==> config.mk <==
export PLATFORM = sky130hd
export DESIGN_NAME = dics_top
export DESIGN_NICKNAME = d
export VERILOG_FILES = /design/src/design/dics_pkg.sv /design/src/design/dics_crc8.sv /design/src/design/dics_top.sv
export SDC_FILE = /design/constraint.sdc
export NUM_CORES = 1
export LEC_CHECK = 0
export ABC_AREA = 1
export BUFFER_PORTS_ARGS = -buffer_cell sky130_fd_sc_hd__clkbuf_2
export CAP_MARGIN = 25
export CORE_MARGIN = 1.5
export CORE_UTILIZATION = 53
export CTS_CLUSTER_SIZE = 30
export DETAILED_ROUTE_END_ITERATION = 7
export HOLD_SLACK_MARGIN = 0.12
export PLACE_DENSITY = 0.85
export SYNTH_ARGS = -nofsm -noshare
export SYNTH_HDL_FRONTEND = slang
export SYNTH_SLANG_ARGS = --single-unit
==> constraint.sdc <==
create_clock -name clk_in -period 2.08 [get_ports clk_in]
set_clock_uncertainty 0.15 [all_clocks]
set_input_delay 0.624 -clock clk_in [delete_from_list [all_inputs] [get_ports clk_in]]
set_output_delay 0.624 -clock clk_in [all_outputs]
set_load 0.03 [all_outputs]
==> src/design/dics_pkg.sv <==
// Constants for the serial configuration setup block
package dics_pkg;
    // ============================================================
    // Frame layout
    localparam int          FRAME_BYTES      = 4;
    localparam logic [7:0]  CMD_WRITE        = 8'h02;
    localparam logic [7:0]  CMD_READ         = 8'h82;
    localparam logic [7:0]  CMD_WRITE_ADC    = 8'h03;
    localparam int          CMD_READ_BIT     = 7;
    localparam logic [7:0]  CRC_POLY         = 8'h07;
    localparam logic [7:0]  CRC_INIT         = 8'h00;
    // ============================================================
    // Register addresses (arbitrary choice)
    localparam logic [7:0]  ADDR_CONFIG      = 8'h00;
    localparam logic [7:0]  ADDR_ADC_CFG     = 8'h01;
    localparam logic [7:0]  ADDR_ADC_DATA    = 8'h02;
    // ============================================================
    // CONFIG field positions
    localparam int          CFG_CRC_EN_BIT   = 0;
    localparam int          CFG_SO_DIS_BIT   = 1;
    localparam logic [15:0] CONFIG_RESET     = 16'h0003;
    // ADC_CFG field positions
    localparam int          ADC_ADC_BUFFER_POWERDOWN_BIT   = 0;
    localparam logic [15:0] ADC_CFG_RESET    = 16'h0001;
endpackage

==> src/design/dics_crc8.sv <==
// Byte-wide CRC-8 update step
module dics_crc8 (
    // Inputs
    input  wire logic [7:0] crc_in,
    input  wire logic [7:0] data_in,
    // Outputs
    output logic      [7:0] crc_out
);
    always_comb begin
        logic [7:0] c;
        c = crc_in ^ data_in;
        for (int i = 0; i < 8; i++) begin
            c = c[7] ? ((c << 1) ^ dics_pkg::CRC_POLY) : (c << 1);
        end
        crc_out = c;
    end
endmodule

==> src/design/dics_top.sv <==
// Serial configuration front end with frame CRC and output gating
// Functional notes
// - CRC checking enabled after reset
// - CRC byte required while checking active
// - Serial output disabled after reset
// - Reads return data only when output enabled
// - Writing zero to disable bit enables output
// - Zero buffer powerdown bit powers ADC buffer
module dics_top (
    // Clock and reset
    input  wire logic        clk_in,
    input  wire logic        rst_in,
    // Byte stream from host
    input  wire logic        frame_start_in,
    input  wire logic        byte_valid_in,
    input  wire logic [7:0]  byte_in,
    // ADC result
    input  wire logic [15:0] adc_result_in,
    // Outputs
    output logic             so_valid_out,
    output logic [15:0]      so_data_out,
    output logic             serial_out_enable_out,
    output logic             adc_buffer_on_out,
    output logic             crc_error_out,
    output logic             cmd_done_out
);
    // ============================================================
    // Byte position within a frame
    typedef enum logic [1:0] {
        POS_CMD,
        POS_HI,
        POS_LO,
        POS_CRC
    } dics_pos_e;

    // ============================================================
    // State
    typedef struct packed {
        dics_pos_e   pos;
        logic [7:0]  cmd;
        logic [7:0]  hi;
        logic [7:0]  lo;
        logic [7:0]  crc;
        logic [15:0] config_reg;
        logic [15:0] adc_cfg;
        logic        so_valid;
        logic [15:0] so_data;
        logic        crc_err;
        logic        done;
        logic        so_en;
        logic        buf_on;
    } dics_state_s;

    dics_state_s st_r;
    dics_state_s st_nxt;

    // ============================================================
    // Decode signals
    logic [7:0]  crc_next;
    logic        crc_on;
    logic        out_on;
    logic        take_byte;
    logic        at_cmd;
    logic        at_hi;
    logic        at_lo;
    logic        at_crc;
    logic        frame_end;
    logic        crc_good;
    logic        frame_ok;
    logic        frame_bad;
    logic        is_wr_config;
    logic        is_wr_adc;
    logic        is_read;
    logic        sel_config;
    logic        sel_adc_cfg;
    logic        sel_adc_data;
    logic [15:0] wdata;
    logic [15:0] rdata;
    dics_pos_e   pos_nxt;

    // ============================================================
    // Running CRC over the bytes of the frame
    dics_crc8 u_crc (
        .crc_in  (st_r.crc),
        .data_in (byte_in),
        .crc_out (crc_next)
    );

    // ============================================================
    // Configuration in force
    always_comb begin
        crc_on    = st_r.config_reg[dics_pkg::CFG_CRC_EN_BIT];
        out_on    = ~st_r.config_reg[dics_pkg::CFG_SO_DIS_BIT];
        take_byte = byte_valid_in & ~frame_start_in;
    end

    // ============================================================
    // Byte position and frame end
    always_comb begin
        at_cmd  = 1'b0;
        at_hi   = 1'b0;
        at_lo   = 1'b0;
        at_crc  = 1'b0;
        pos_nxt = st_r.pos;
        unique case (st_r.pos)
            POS_CMD: begin
                at_cmd  = 1'b1;
                pos_nxt = POS_HI;
            end
            POS_HI: begin
                at_hi   = 1'b1;
                pos_nxt = POS_LO;
            end
            POS_LO: begin
                at_lo = 1'b1;
                if (crc_on) begin
                    pos_nxt = POS_CRC;
                end else begin
                    pos_nxt = POS_CMD;
                end
            end
            POS_CRC: begin
                at_crc  = 1'b1;
                pos_nxt = POS_CMD;
            end
        endcase
        frame_end = take_byte & (crc_on ? at_crc : at_lo);
    end

    // ============================================================
    // Frame check
    always_comb begin
        crc_good  = ~crc_on | (crc_next == 8'h00);
        frame_ok  = frame_end & crc_good;
        frame_bad = frame_end & ~crc_good;
        wdata     = crc_on ? {st_r.hi, st_r.lo} : {st_r.hi, byte_in};
    end

    // ============================================================
    // Command decode
    always_comb begin
        is_wr_config = (st_r.cmd == dics_pkg::CMD_WRITE);
        is_wr_adc    = (st_r.cmd == dics_pkg::CMD_WRITE_ADC);
        is_read      = st_r.cmd[dics_pkg::CMD_READ_BIT];
        sel_config   = (st_r.cmd[6:0] == dics_pkg::ADDR_CONFIG[6:0]);
        sel_adc_cfg  = (st_r.cmd[6:0] == dics_pkg::ADDR_ADC_CFG[6:0]);
        sel_adc_data = (st_r.cmd[6:0] == dics_pkg::ADDR_ADC_DATA[6:0]);
    end

    // ============================================================
    // Read data select
    always_comb begin
        rdata = 16'h0000;
        if (sel_config) begin
            rdata = st_r.config_reg;
        end else if (sel_adc_cfg) begin
            rdata = st_r.adc_cfg;
        end else if (sel_adc_data) begin
            rdata = adc_result_in;
        end
    end

    // ============================================================
    // Next state
    always_comb begin
        st_nxt          = st_r;
        st_nxt.so_valid = 1'b0;
        st_nxt.crc_err  = frame_bad;
        st_nxt.done     = frame_ok;
        if (frame_start_in) begin
            st_nxt.pos = POS_CMD;
            st_nxt.crc = dics_pkg::CRC_INIT;
        end else if (take_byte) begin
            st_nxt.pos = pos_nxt;
            st_nxt.crc = crc_next;
            if (at_cmd) begin
                st_nxt.cmd = byte_in;
            end
            if (at_hi) begin
                st_nxt.hi = byte_in;
            end
            if (at_lo) begin
                st_nxt.lo = byte_in;
            end
            if (frame_end) begin
                st_nxt.crc = dics_pkg::CRC_INIT;
            end
        end
        if (frame_ok && is_wr_config) begin
            st_nxt.config_reg = wdata;
        end
        if (frame_ok && is_wr_adc) begin
            st_nxt.adc_cfg = wdata;
        end
        if (frame_ok && is_read && out_on) begin
            st_nxt.so_valid = 1'b1;
            st_nxt.so_data  = rdata;
        end
        st_nxt.so_en  = ~st_nxt.config_reg[dics_pkg::CFG_SO_DIS_BIT];
        st_nxt.buf_on = ~st_nxt.adc_cfg[dics_pkg::ADC_ADC_BUFFER_POWERDOWN_BIT];
    end

    // ============================================================
    // Registers
    always_ff @(posedge clk_in) begin
        if (rst_in) begin
            st_r            <= '0;
            st_r.pos        <= POS_CMD;
            st_r.crc        <= dics_pkg::CRC_INIT;
            st_r.config_reg <= dics_pkg::CONFIG_RESET;
            st_r.adc_cfg    <= dics_pkg::ADC_CFG_RESET;
            st_r.so_en      <= 1'b0;
            st_r.buf_on     <= 1'b0;
        end else begin
            st_r <= st_nxt;
        end
    end

    // ============================================================
    // Outputs
    always_comb begin
        so_valid_out          = st_r.so_valid;
        so_data_out           = st_r.so_data;
        serial_out_enable_out = st_r.so_en;
        adc_buffer_on_out     = st_r.buf_on;
        crc_error_out         = st_r.crc_err;
        cmd_done_out          = st_r.done;
    end
endmodule

* Word level (Yosys, flattened, before mapping) *
Cells that the tools add are included.

operators by class
  multipliers = 0
  bitwise logic cells = 20
  divide/modulo/power cells = 0
  reduce and logical (&&, ||, !) cells = 11
  add/sub/neg operators = 0
  equality and inequality tests = 7
  muxes and demuxes = 23
  $lt $le $gt $ge = 0
  shift-type cells = 0

operators with widths
  kind                                           count
  2-to-1 mux 16 bit                              3
  2-to-1 mux 3 bit                               8
  NOT 3 bit                                      8
  2-to-1 mux 17 bit                              1
  == test 8 x 2 -> 1 bit, second input constant  2
  2-to-1 mux 8 bit                               2
  AND reduction 3 bit                            3
  zero test 8 bit                                1
  one-hot mux 2 bit (4 select lines)             1
  XOR 8 bit                                      1
  == test 7 x 1 -> 1 bit, second input constant  1
  == test 7 x 2 -> 1 bit, second input constant  1
  zero test 7 bit                                1
  2-to-1 mux 1 bit                               6
  NOT 1 bit                                      6
  AND 1 bit                                      4
  == test 2 bit, second input constant           2
  logical AND 1 bit                              4
  2-to-1 mux 2 bit                               2
  == test 2 x 1 -> 1 bit, second input constant  1
  zero test 2 bit                                1
  OR reduction 2 bit                             1
  bitwise OR 1 bit                               1

word-level totals
  memory bits (read-only) = 0
  register bits after elaboration = 87
  output and inout bits = 21
  latch bits = 0
  memories kept = 0
  bits in writable memories = 0
  logic and storage cells = 76
  input bits = 28

* Longest topological paths before layout *
Gate-level depths: netlist (run 1).

  depth in word-level cells = 23
  mapped depth = 17
  depth with buffers taken out = 16

* Cells and area by module *
From an unflattened synthesis (run 1), not the netlist that was laid out.

second synthesis, totals
  cells, all modules = 661
  area total of the unflattened synthesis = 4391.7 µm²

modules (own cells, without submodules)
  module     area an instance (µm²)  cells each  times used
  dics_top   4013.8                  587         1
  dics_crc8  377.9                   74          1

* Worst setup path after synthesis (run 1) *
OpenSTA, ideal clock, no wires.

  path kind = input port to flip-flop
  start point = input byte_in[7]
  end point = register st_r, in the netlist so_data_out[12]
  arrival = 2.012 ns
  data required time = 1.817 ns
  library setup time = 0.113 ns
  slack = -0.195 ns
  cell stages on the path = 16
  path through = inv_2 -> nand2_1 -> nand2_2 -> nand2_1 -> nand2_1 -> nand2_1 -> nand2_1 -> ha_1 -> nand3_1 -> nor2_1 -> nand3_2 -> nand2_4 -> nand3_4 -> buf_2 -> nor2_1 -> nor2_1

between the ends
  cells in the longest elaborated chain, start to end = 11
  elaborated cells on any way between the ends = 14
  those cells by class = mux (5); bitwise (6); reduce/logical (3)

RTL lines
  item                                 line             RTL
  start, declared                      dics_top.sv:16   input wire logic [7:0] byte_in,
  XOR 8 bit (*)                        dics_crc8.sv:11  c = crc_in ^ data_in;
  2-to-1 mux 3 bit (*)                 dics_crc8.sv:13  c = c[7] ? ((c << 1) ^ dics_pkg::CRC_POLY) : (c << 1);
  NOT 3 bit (no source line)           --
  2-to-1 mux 3 bit                     dics_crc8.sv:13
  NOT 3 bit (no source line)           --
  2-to-1 mux 3 bit                     dics_crc8.sv:13
  zero test 8 bit (*)                  dics_top.sv:133  crc_good = ~crc_on | (crc_next == 8'h00);
  bitwise OR 1 bit (*)                 dics_top.sv:133
  AND 1 bit (*)                        dics_top.sv:134  frame_ok = frame_end & crc_good;
  logical AND 1 bit (*) (2 in series)  dics_top.sv:195  if (frame_ok && is_read && out_on) begin
  end signal, assigned                 dics_top.sv:215  st_r <= st_nxt;
  end, declared                        dics_top.sv:54   dics_state_s st_r;

Every way passes the cells marked *; elsewhere a longest branch is shown, timed or not.
A chain may end at the register's enable or synchronous reset.

* Worst setup path in the final report (run 1) *
  start point = input byte_in[0]
  end point = register st_r[22] in the netlist's numbering

between the ends
  cells in the longest elaborated chain, start to end = 10

RTL lines
  item                                line             RTL
  XOR 8 bit (*)                       dics_crc8.sv:11
  NOT 3 bit (no source line)          --
  2-to-1 mux 3 bit (*)                dics_crc8.sv:13
  NOT 3 bit (no source line)          --
  2-to-1 mux 3 bit (*) (2 in series)  dics_crc8.sv:13
  zero test 8 bit (*)                 dics_top.sv:133
  bitwise OR 1 bit (*)                dics_top.sv:133
  AND 1 bit (*)                       dics_top.sv:134
  logical AND 1 bit (*)               dics_top.sv:192  if (frame_ok && is_wr_adc) begin

Marked as above.

==> reports/qor.yml, run 1 <==
syn2layout_area_growth_pct: 27.0
hp-class: "flip-flop to flip-flop"
cts-root-buf: "clkbuf_8"
cts_sinks: 87
dpl.hpwl_um: 7770
synth_cell_type_count: 30
busiest_layer: "met2"
vias: 4849
leakage_nw: 2.69
via_per_inst: 5.49
clkTransAtPathRegs_ns: 0.10
path_max_fanout: 6
gp_congestion: 0.903
placementRows: 33
switchingPower_mw: 1.03
fin_ws_ns: -0.266
antenna_left: 0
rsz0062_at_grt: "true"
io_buffer_count: 48
hold_viol: 0
worst_pin_slew_ns: 0.702
drt_first_pass_iters: 6
die_width_um: 95.0
synth_seq_cells: 87
status: "finished with violations"
die_area_mm2: 0.00902
die_y_um: 95.0
clock_latency_ns: 0.37
gr-total-overflow: 0
synth_area_per_cell_um2: 6.45
worstPathRequired_ns: 2.23
track_usage_pct: 28.2
synth_nets: 724
power_density_mw_per_mm2: 597
grtUsageMet3_pct: 5.15
setup_violations: 52
report.final.slew_viol_count: 0
grt_first_pass_wirelength_um: 19600
clk_path_buf_depth: 2
cts_hold_buf: 0
tritoncts: "built"
critPathArrivalTime_ns: 2.50
max-cap-violations: 0
synth_edf_count: 0
final_core_util_pct: 69.3
fillCellCount: 643
syn-cell-area_mm2: 0.00448
wl_um: 13300
io_pins: 49
nets: 802
synth_cells: 695
post_dp_cell_area_mm2: 0.00505
multi_input_area_mm2: 0.00250
final_area_mm2: 0.00569
netSwitchingFraction_pct: 30.4
start_util_pct: 54.6
drt-wirelength-per-cell_um: 15.1
pwr-share-clk_pct: 34.9
synth_ff_type: "dfxtp_1"
fmax_mhz: 426
h-tree-depth: 3
drc: 0
grt_start_max_net_pins: 42
final_layout_size_suffix_gt1_share_pct: 25.1
ys_seq_area_share_pct: 38.9
crit_chain: "clkbuf_8 -> xnor2_4 -> nand2_2 -> nand2_2 -> nand2_2 -> nand2_4 -> ha_4 -> nand3_4 -> nor2_4 -> nand3_4 -> nand2_4 -> nand3_4 -> nand2_1 -> inv_1 -> nor2_1"
seq_power_share_pct: 50.2
slew_headroom_pct: 53.1
antenna_found_initial: 0
crit_path_start_kind: "primary input"
failed_checks: "setup timing"
place_ws_ns: -0.688
yosys_warnings: 0
core_area_mm2: 0.00822
critical_path.max_stage_delay_ns: 0.21
period_share_pct: 113
diodes: 0
peakVddDrop_v: 0.000343
first_global_vias: 4318
critical_path.slowest_cell: "nand2_4"
use_met2_pct: 49.6
async_flop_share_pct: 0
combPwrFrac_pct: 14.9
seq_area_mm2: 0.00175
path_class: "primary input to flip-flop"
met1_usage_pct: 32.4
numCtsBuffers: 9
cellInternalPower_mw: 2.37
drtIter0Drc: 355
end_kind: "flip-flop"
min_period_ns: 2.35
[what timing repair did]
item | CTS | global route
endpoints found under the hold margin | 0 | 0
buffers inserted | 1 | 1
cloned | 6 | 6
setup endpoints to repair | 53 | 53
gates resized for setup | 40 | 29
pin swaps | 23 | 18
[cell usage in the layout, fill, tap and decap left out, types with 2 or more instances in the layout]
cell and n:
nand3_2 3, xor2_1 2, nand3_1 14, inv_8 2, buf_6 4, o21ai_0 40, a211oi_1 2, buf_12 3
dfxtp_4 2, or2_2 2, nand3_4 12, o221ai_1 6, a21oi_1 40, nor3_1 3, clkbuf_16 2, buf_4 43
inv_2 8, o211ai_1 2, nand2_8 2, nand2_2 22, inv_1 87, nand2_1 188, nor2_2 8, clkbuf_8 12
clkbuf_2 46, inv_4 2, clkinvlp_4 3, dfxtp_1 84, nor2_1 90, nand4_1 24, nand2_4 9
[power groups by stage]
stage | clock network (mW) | registers [mW] | logic (mW)
floorplan | 0 | 1.74 | 0.245
global placement | 0 | 1.74 | 0.414
detailed placement | 0 | 1.74 | 0.425
CTS | 1.18 | 1.70 | 0.472
global route | 1.25 | 1.71 | 0.553
finish | 1.18 | 1.71 | 0.507
[per-layer routing]
| metal | part of all wire, % | vias to the layer above | wire [um] |
|---|---|---|---|
| li1 | - | 2332 | - |
| met4 | 5.2 | 0 | 688 |
| met5 | 0 | - | 0 |
| met3 | 8.0 | 62 | 1070 |
| met1 | 38 | 2178 | 5090 |
| met2 | 49 | 277 | 6460 |
[cells in the mapped netlist (3+ instances only)]
cell      number  area [um^2]
nor3_1         4         20.0
dfxtp_1       87         1740
nor2_1        98          368
nand2_2        5         31.3
inv_1         89          334
nand4_1       24          150
nand3_4        3         52.6
buf_6          5         56.3
inv_2          9         33.8
a21oi_1       40          200
buf_4         16          120
clkbuf_1      14         52.6
buf_2          6         30.0
o21ai_0       40          200
nand2_1      213          800
nand3_1       17         85.1
o221ai_1       6         52.6
[critical path, delay by kind of cell]
| kind | cells | cell delay (ns) |
|---|---|---|
| adder cells (fa/ha/maj) | 1 | 0.14 |
| buffers and inverters | 2 | 0.20 |
| AND/OR/NAND/NOR | 11 | 1.32 |
| XOR/XNOR | 1 | 0.20 |
[registers in the layout, indices dropped and copies added, names as in the netlist, named ones only]
signal and count:
adc_buffer_on_out 1, crc_error_out 1, st_r 62, crc_on 1, cmd_done_out 1, so_data_out 16
serial_out_enable_out 1, is_read 1, so_valid_out 1
[final cells by class]
| cell class | count | share of cell area, % |
|---|---|---|
| clock buffer | 10 | 2.42 |
| clock inverter | 6 | 0.945 |
| inverter | 98 | 6.83 |
| multi-input combinational | 477 | 43.8 |
| sequential | 87 | 30.7 |
| tap | 105 | 2.31 |
| timing repair buffer | 100 | 12.9 |
[stage by stage]
stage	power [mW]	instances	hold slack (ns)	setup TNS, ns
2_1_floorplan	1.98	695	0.303	-6.08
3_3_place_gp	2.16	853	0.327	-29.27
3_5_place_dp	2.17	853	0.341	-34.34
4_1_cts	3.35	876	0.357	-1.86
5_1_grt	3.51	883	0.382	-14.18
6_report	3.40	883	0.357	-9.64
[worst paths after layout]
kind,startpoint,to,slack [ns],cells after the start
worst max-delay path,byte_in[0],st_r[22],-0.27,15
worst min register to register,st_r[56],st_r[56],0.36,2
worst max register to register,st_r[60],st_r[22],-0.26,16
worst min-delay path,st_r[56],st_r[56],0.36,2
[logic make-up after synthesis]
family                   after synthesis  synth area share [%]
AO/OA/AOI/OAI                         91                  10.9
XOR/XNOR                               4                 0.782
adder cells (fa/ha/maj)                1                 0.279
buffers and inverters                141                  14.2
flip-flops                            87                  38.9
AND/OR/NAND/NOR                      371                  35.0
Power figures use the tool's default switching activity.
==> run 2, diff against run 1 <==
--- a/config.mk
+++ b/config.mk
@@ -14,6 +14,7 @@
 export DETAILED_ROUTE_END_ITERATION = 7
 export HOLD_SLACK_MARGIN = 0.12
 export PLACE_DENSITY = 0.85
+export RECOVER_POWER = 25
 export SYNTH_ARGS = -nofsm -noshare
 export SYNTH_HDL_FRONTEND = slang
 export SYNTH_SLANG_ARGS = --single-unit
==> run 2 against run 1 <==
Compared with the run above:
- the flow still finishes with violations (setup timing)
- via count is 0.35% lower
- sequential share of layout area about the same
- final cell count unchanged
- combinational power barely moved
- utilization fell by 0.11 points
- routed wire length down 0.38%
- count of clock-buffer cells in the layout did not move
- non-clock buffer count unchanged
- die area unchanged
- global-route usage did not move
- worst hold slack about the same
- critical path type unchanged
- largest power group unchanged
==> reports/qor.yml, run 2 (synthesis results as in run 1) <==
path_max_fanout: 6
largest_reg_flops: 62
h-tree-depth: 3
min_path_cells: 2
dp.cells: 853
final_core_util_pct: 69.2
pwr-share-clk_pct: 34.9
r2r_cells: 16
nets: 802
io_pins: 49
min-delay-start: "st_r[56]"
worstPathRequired_ns: 2.23
via_per_inst: 5.47
hp-class: "flip-flop to flip-flop"
end_kind: "flip-flop"
setup_violations: 52
cts_sinks: 87
netSwitchingFraction_pct: 30.5
final_layout_size_suffix_gt1_share_pct: 24.6
mostFrequentLayoutCell: "nand2_1"
seq_power_share_pct: 50.2
clkTransAtPathRegs_ns: 0.11
drc: 0
io_buffer_count: 48
wl_met2_um: 6430
die_area_mm2: 0.00902
final_area_mm2: 0.00569
core_area_mm2: 0.00822
tns_ns: -9.73
diodes: 0
post_dp_cell_area_mm2: 0.00505
fillCellCount: 648
period_share_pct: 113
holdPathEnd: "st_r[56]"
vias: 4832
place_ws_ns: -0.688
numCtsBuffers: 9
first_global_vias: 4318
m1WireLength_um: 4980
max-cap-violations: 0
critPathArrivalTime_ns: 2.50
min_period_ns: 2.34
cts-root-buf: "clkbuf_8"
antenna_left: 0
drt-wirelength-per-cell_um: 15.0
die_y_um: 95.0
clk_path_buf_depth: 2
combPwrFrac_pct: 14.8
final_cell_mix: "nand2_1 (188), nor2_1 (90), inv_1 (87)"
wl_met3_um: 1130
reg2reg_to: "st_r[22]"
start_util_pct: 54.6
gp_congestion: 0.903
status: "finished with violations"
power.total_mw: 3.40
slew_headroom_pct: 53.2
clock_latency_ns: 0.37
peakVddDrop_v: 0.000341
drtIter0Drc: 345
rsz0062_at_grt: "true"
hold_viol: 0
critical_path.max_stage_delay_ns: 0.21
fin_ws_ns: -0.265
power_density_mw_per_mm2: 598
grt_first_pass_wirelength_um: 19600
critical_path.slowest_cell: "nand2_4"
worst_pin_slew_ns: 0.702
syn2layout_area_growth_pct: 26.8
path_class: "primary input to flip-flop"
tritoncts: "built"
drt_first_pass_iters: 6
fmax_mhz: 426
routed.top_layer: "met4"
leakage_nw: 2.68
placementRows: 33
cts_hold_buf: 0
gr-total-overflow: 0
rrSetupSlack_ns: -0.26
track_usage_pct: 28.2
grt_start_max_net_pins: 42
whs_ns: 0.356
switchingPower_mw: 1.03
report.final.slew_viol_count: 0
die_width_um: 95.0
antenna_found_initial: 0
crit_chain: "clkbuf_8 -> xnor2_4 -> nand2_2 -> nand2_2 -> nand2_2 -> nand2_4 -> ha_4 -> nand3_4 -> nor2_4 -> nand3_4 -> nand2_4 -> nand3_4 -> nand2_1 -> inv_1 -> nor2_1"
cellInternalPower_mw: 2.36
stdcell_count: 883
dpl.hpwl_um: 7770
failed_checks: "setup timing"
rr_startpoint: "st_r[60]"
wl_um: 13300
top_register: "st_r"
crit_path_start_kind: "primary input"
-- run 2: changes by cell type in the layout (fill, tap and decap cells not counted), sizes merged --
cell	previous run	this run
buf	50	48
clkbuf	60	62
-- run 2: routing by layer --
layer	up-vias	GRT usage (%)
li1	2331	-
met1	2142	32.4
met2	290	49.6
met3	69	5.15
met4	0	14.8
met5	-	0
-- run 2: worst max path at each step --
| stage | start | slack (ns) | end | cells after the start |
|---|---|---|---|---|
| final | byte_in[0] | -0.26 | st_r[22] | 15 |
| after global routing | st_r[60] | -0.35 | so_data_out[3] | 16 |
| after CTS | st_r[60] | -0.08 | st_r[46] | 14 |
| after detailed placement | byte_in[7] | -0.69 | st_r[52] | 16 |
| after global placement | byte_in[7] | -0.58 | flip-flop | 15 |
| after floorplan | byte_in[7] | -0.15 | so_data_out[12] | 16 |
-- run 2: power groups by stage --
stage                     combinational (mW)  clock (mW)  sequential [mW]
after floorplan                        0.245           0             1.74
after global placement                 0.414           0             1.74
after detailed placement               0.425           0             1.74
after CTS                              0.472        1.18             1.70
after global routing                   0.550        1.25             1.71
final                                  0.504        1.19             1.71
-- run 2: cell type report --
| cell class | count | area, um^2 | share of cell area [%] |
|---|---|---|---|
| multi-input combinational | 477 | 2500 | 43.9 |
| inverter | 98 | 389 | 6.84 |
| tap | 105 | 131 | 2.31 |
| timing repair buffer | 100 | 727 | 12.8 |
| clock buffer | 10 | 138 | 2.42 |
| clock inverter | 6 | 53.8 | 0.946 |
| sequential | 87 | 1750 | 30.8 |
-- run 2: worst max-delay path, delay by kind of cell --
kind / cells / cell delay [ns]
and+or+nand+nor: 11 / 1.33
buffers and inverters: 2 / 0.20
adders and majority gates: 1 / 0.14
xor gates and xnor gates: 1 / 0.20
-- run 2: what timing repair did --
action                                  in CTS  in global routing
endpoints found under the setup margin      53                 53
buffers inserted                             1                  1
pin swaps                                   23                 18
gates resized for setup                     40                 29
cloned                                       6                  6
==> run 3, diff against run 2 <==
--- a/config.mk
+++ b/config.mk
@@ -6,14 +6,14 @@
 export NUM_CORES = 1
 export LEC_CHECK = 0
 export ABC_AREA = 1
-export BUFFER_PORTS_ARGS = -buffer_cell sky130_fd_sc_hd__clkbuf_2
 export CAP_MARGIN = 25
 export CORE_MARGIN = 1.5
-export CORE_UTILIZATION = 53
+export CORE_UTILIZATION = 57
 export CTS_CLUSTER_SIZE = 30
 export DETAILED_ROUTE_END_ITERATION = 7
+export DONT_BUFFER_PORTS = 1
 export HOLD_SLACK_MARGIN = 0.12
-export PLACE_DENSITY = 0.85
+export PLACE_DENSITY = 0.84
 export RECOVER_POWER = 25
 export SYNTH_ARGS = -nofsm -noshare
 export SYNTH_HDL_FRONTEND = slang
==> run 3 against run 2 <==
Compared with the run above:
- the run still ends with setup timing left
- cell area down 1.9%
- clock power up 22%
- fmax down 0.69%
- routed wire length up 3.2%
- critical endpoint is now st_r[48]
- critical path depth up 2
- setup slack worse by 0.016 ns
- global-route usage up 2.7 points
- sequential share of layout area up 0.56 points
- combinational power down 17%
- non-clock buffer count down 46
- flip-flop and latch count unchanged
==> reports/qor.yml, run 3 (synthesis results as in run 1) <==
cts-root-buf: "clkbuf_8"
hp-class: "primary input to flip-flop"
dpl.hpwl_um: 7890
fin_ws_ns: -0.281
gp_congestion: 0.972
final_cell_mix: "nand2_1 (163), dfxtp_1 (84), inv_1 (78)"
h-tree-depth: 3
wl_um: 13700
largest_reg_flops: 62
gr-total-overflow: 0
power.total_mw: 3.57
mostFrequentLayoutCell: "nand2_1"
final_area_mm2: 0.00558
crit_chain: "buf_6 -> nand2_4 -> nand2_4 -> nand2_4 -> nand2_2 -> nand2_2 -> nand2_2 -> buf_6 -> nor2_1 -> nor2_1 -> nand3_2 -> nand2_4 -> nand3_4 -> buf_12 -> buf_12 -> nor2_4 -> nor2_4"
die_area_mm2: 0.00841
drtIter0Drc: 381
rrSetupSlack_ns: -0.28
place_ws_ns: -0.362
worst-path-buf-inv: 4
hold_viol: 0
rsz0062_at_grt: "true"
status: "finished with violations"
top_register: "st_r"
cts_hold_buf: 0
setup_violations: 53
vias: 4685
slew_headroom_pct: 60.4
report.final.slew_viol_count: 0
grt_first_pass_wirelength_um: 20100
clk_path_buf_depth: 2
path_max_fanout: 5
critPathArrivalTime_ns: 2.49
min_path_cells: 1
whs_ns: 0.147
reg2reg_to: "st_r[48]"
post_dp_cell_area_mm2: 0.00477
cpMostUsedCell: "nand2_4"
numCtsBuffers: 9
critPathTopFamily: "simple AND/OR/NAND/NOR gates"
placementRows: 32
start_util_pct: 58.3
track_usage_pct: 31.0
seq_area_mm2: 0.00175
crit_path_start_kind: "flip-flop"
antenna_found_initial: 0
drc: 0
critical_path.max_stage_delay_ns: 0.39
drt-wirelength-per-cell_um: 16.5
leakage_nw: 2.50
antenna_left: 0
rr_startpoint: "st_r[60]"
syn2layout_area_growth_pct: 24.4
failed_checks: "setup timing"
path_class: "flip-flop to flip-flop"
period_share_pct: 114
holdPathEnd: "so_valid_out"
r2r_cells: 17
max-cap-violations: 0
fillCellCount: 572
min-delay-start: "rst_in"
multi_input_area_mm2: 0.00252
die_width_um: 91.7
tritoncts: "built"
drt_first_pass_iters: 6
nets: 752
worstPathRequired_ns: 2.21
final_layout_size_suffix_gt1_share_pct: 25.4
clock_latency_ns: 0.38
die_y_um: 91.7
via_per_inst: 5.65
min_period_ns: 2.36
worst_pin_slew_ns: 0.594
power_density_mw_per_mm2: 640
clkTransAtPathRegs_ns: 0.10
io_buffer_count: 0
grt_start_max_net_pins: 37
diodes: 0
first_global_vias: 4271
end_kind: "flip-flop"
peakVddDrop_v: 0.000286
fmax_mhz: 424
cts_sinks: 87
critical_path.slowest_cell: "dfxtp_4"
io_pins: 49
core_area_mm2: 0.00769
[run 3: changes by cell type in the layout (fill, tap and decap cells not counted), moves of 4 or more]
cell      change
nor2_1       -13
nand2_2      +20
buf_12        +4
nand2_1      -25
nor2_2       +10
buf_4         -7
inv_1         -9
clkbuf_2     -44
inv_2         +8
nand2_4       +5
[run 3: layout make-up]
type                    count  share of cell area (%)
clock buffers              10                    2.29
clock inverters             5                    1.93
inverters                  98                    6.98
multi-input cells         473                    45.2
flip-flops and latches     87                    31.3
well taps                 102                    2.29
repair buffers             54                    10.0
[run 3: worst max path at each step]
stage | from | end | slack (ns) | cells past startpoint
floorplan | byte_in[7] | so_data_out[12] | -0.15 | 16
global placement | byte_in[6] | so_data_out[13] | -0.30 | 13
detailed placement | byte_in[6] | so_data_out[0] | -0.36 | 13
CTS | st_r[60] | st_r[48] | -0.1 | 18
global route | st_r[60] | st_r[47] | -0.38 | 18
finish | st_r[60] | st_r[48] | -0.28 | 17
[run 3: repair_timing]
action	4_1_cts	5_1_grt
gates resized for setup	34	86
gates cloned	8	1
pin swaps	22	38
setup buffers	7	4
setup endpoints to repair	51	53
[run 3: per-stage QoR]
stage                     std cells  setup TNS [ns]  utilization (%)
after floorplan                 695           -6.08                -
after global placement          796          -13.20             62.1
after detailed placement        796          -15.77             62.1
after CTS                       826           -2.23             69.2
after global routing            829          -15.52             72.5
final                           829          -10.34             72.5
[run 3: report_power, final]
group          leakage (nW)  internal (mW)  total, mW  switching (mW)
clock                 0.117          0.797       1.45           0.650
sequential            0.705           1.69       1.71          0.0196
combinational          1.68          0.153      0.418           0.265
[run 3: routing by layer]
metal  share of wire (%)  global-route usage, %  vias up
li1                    -                      -     2233
met1                  38                   35.1     2128
met2                  48                   52.5      250
met3                 7.6                   7.13       74
met4                 6.3                   19.3        0
met5                   0                      0        -
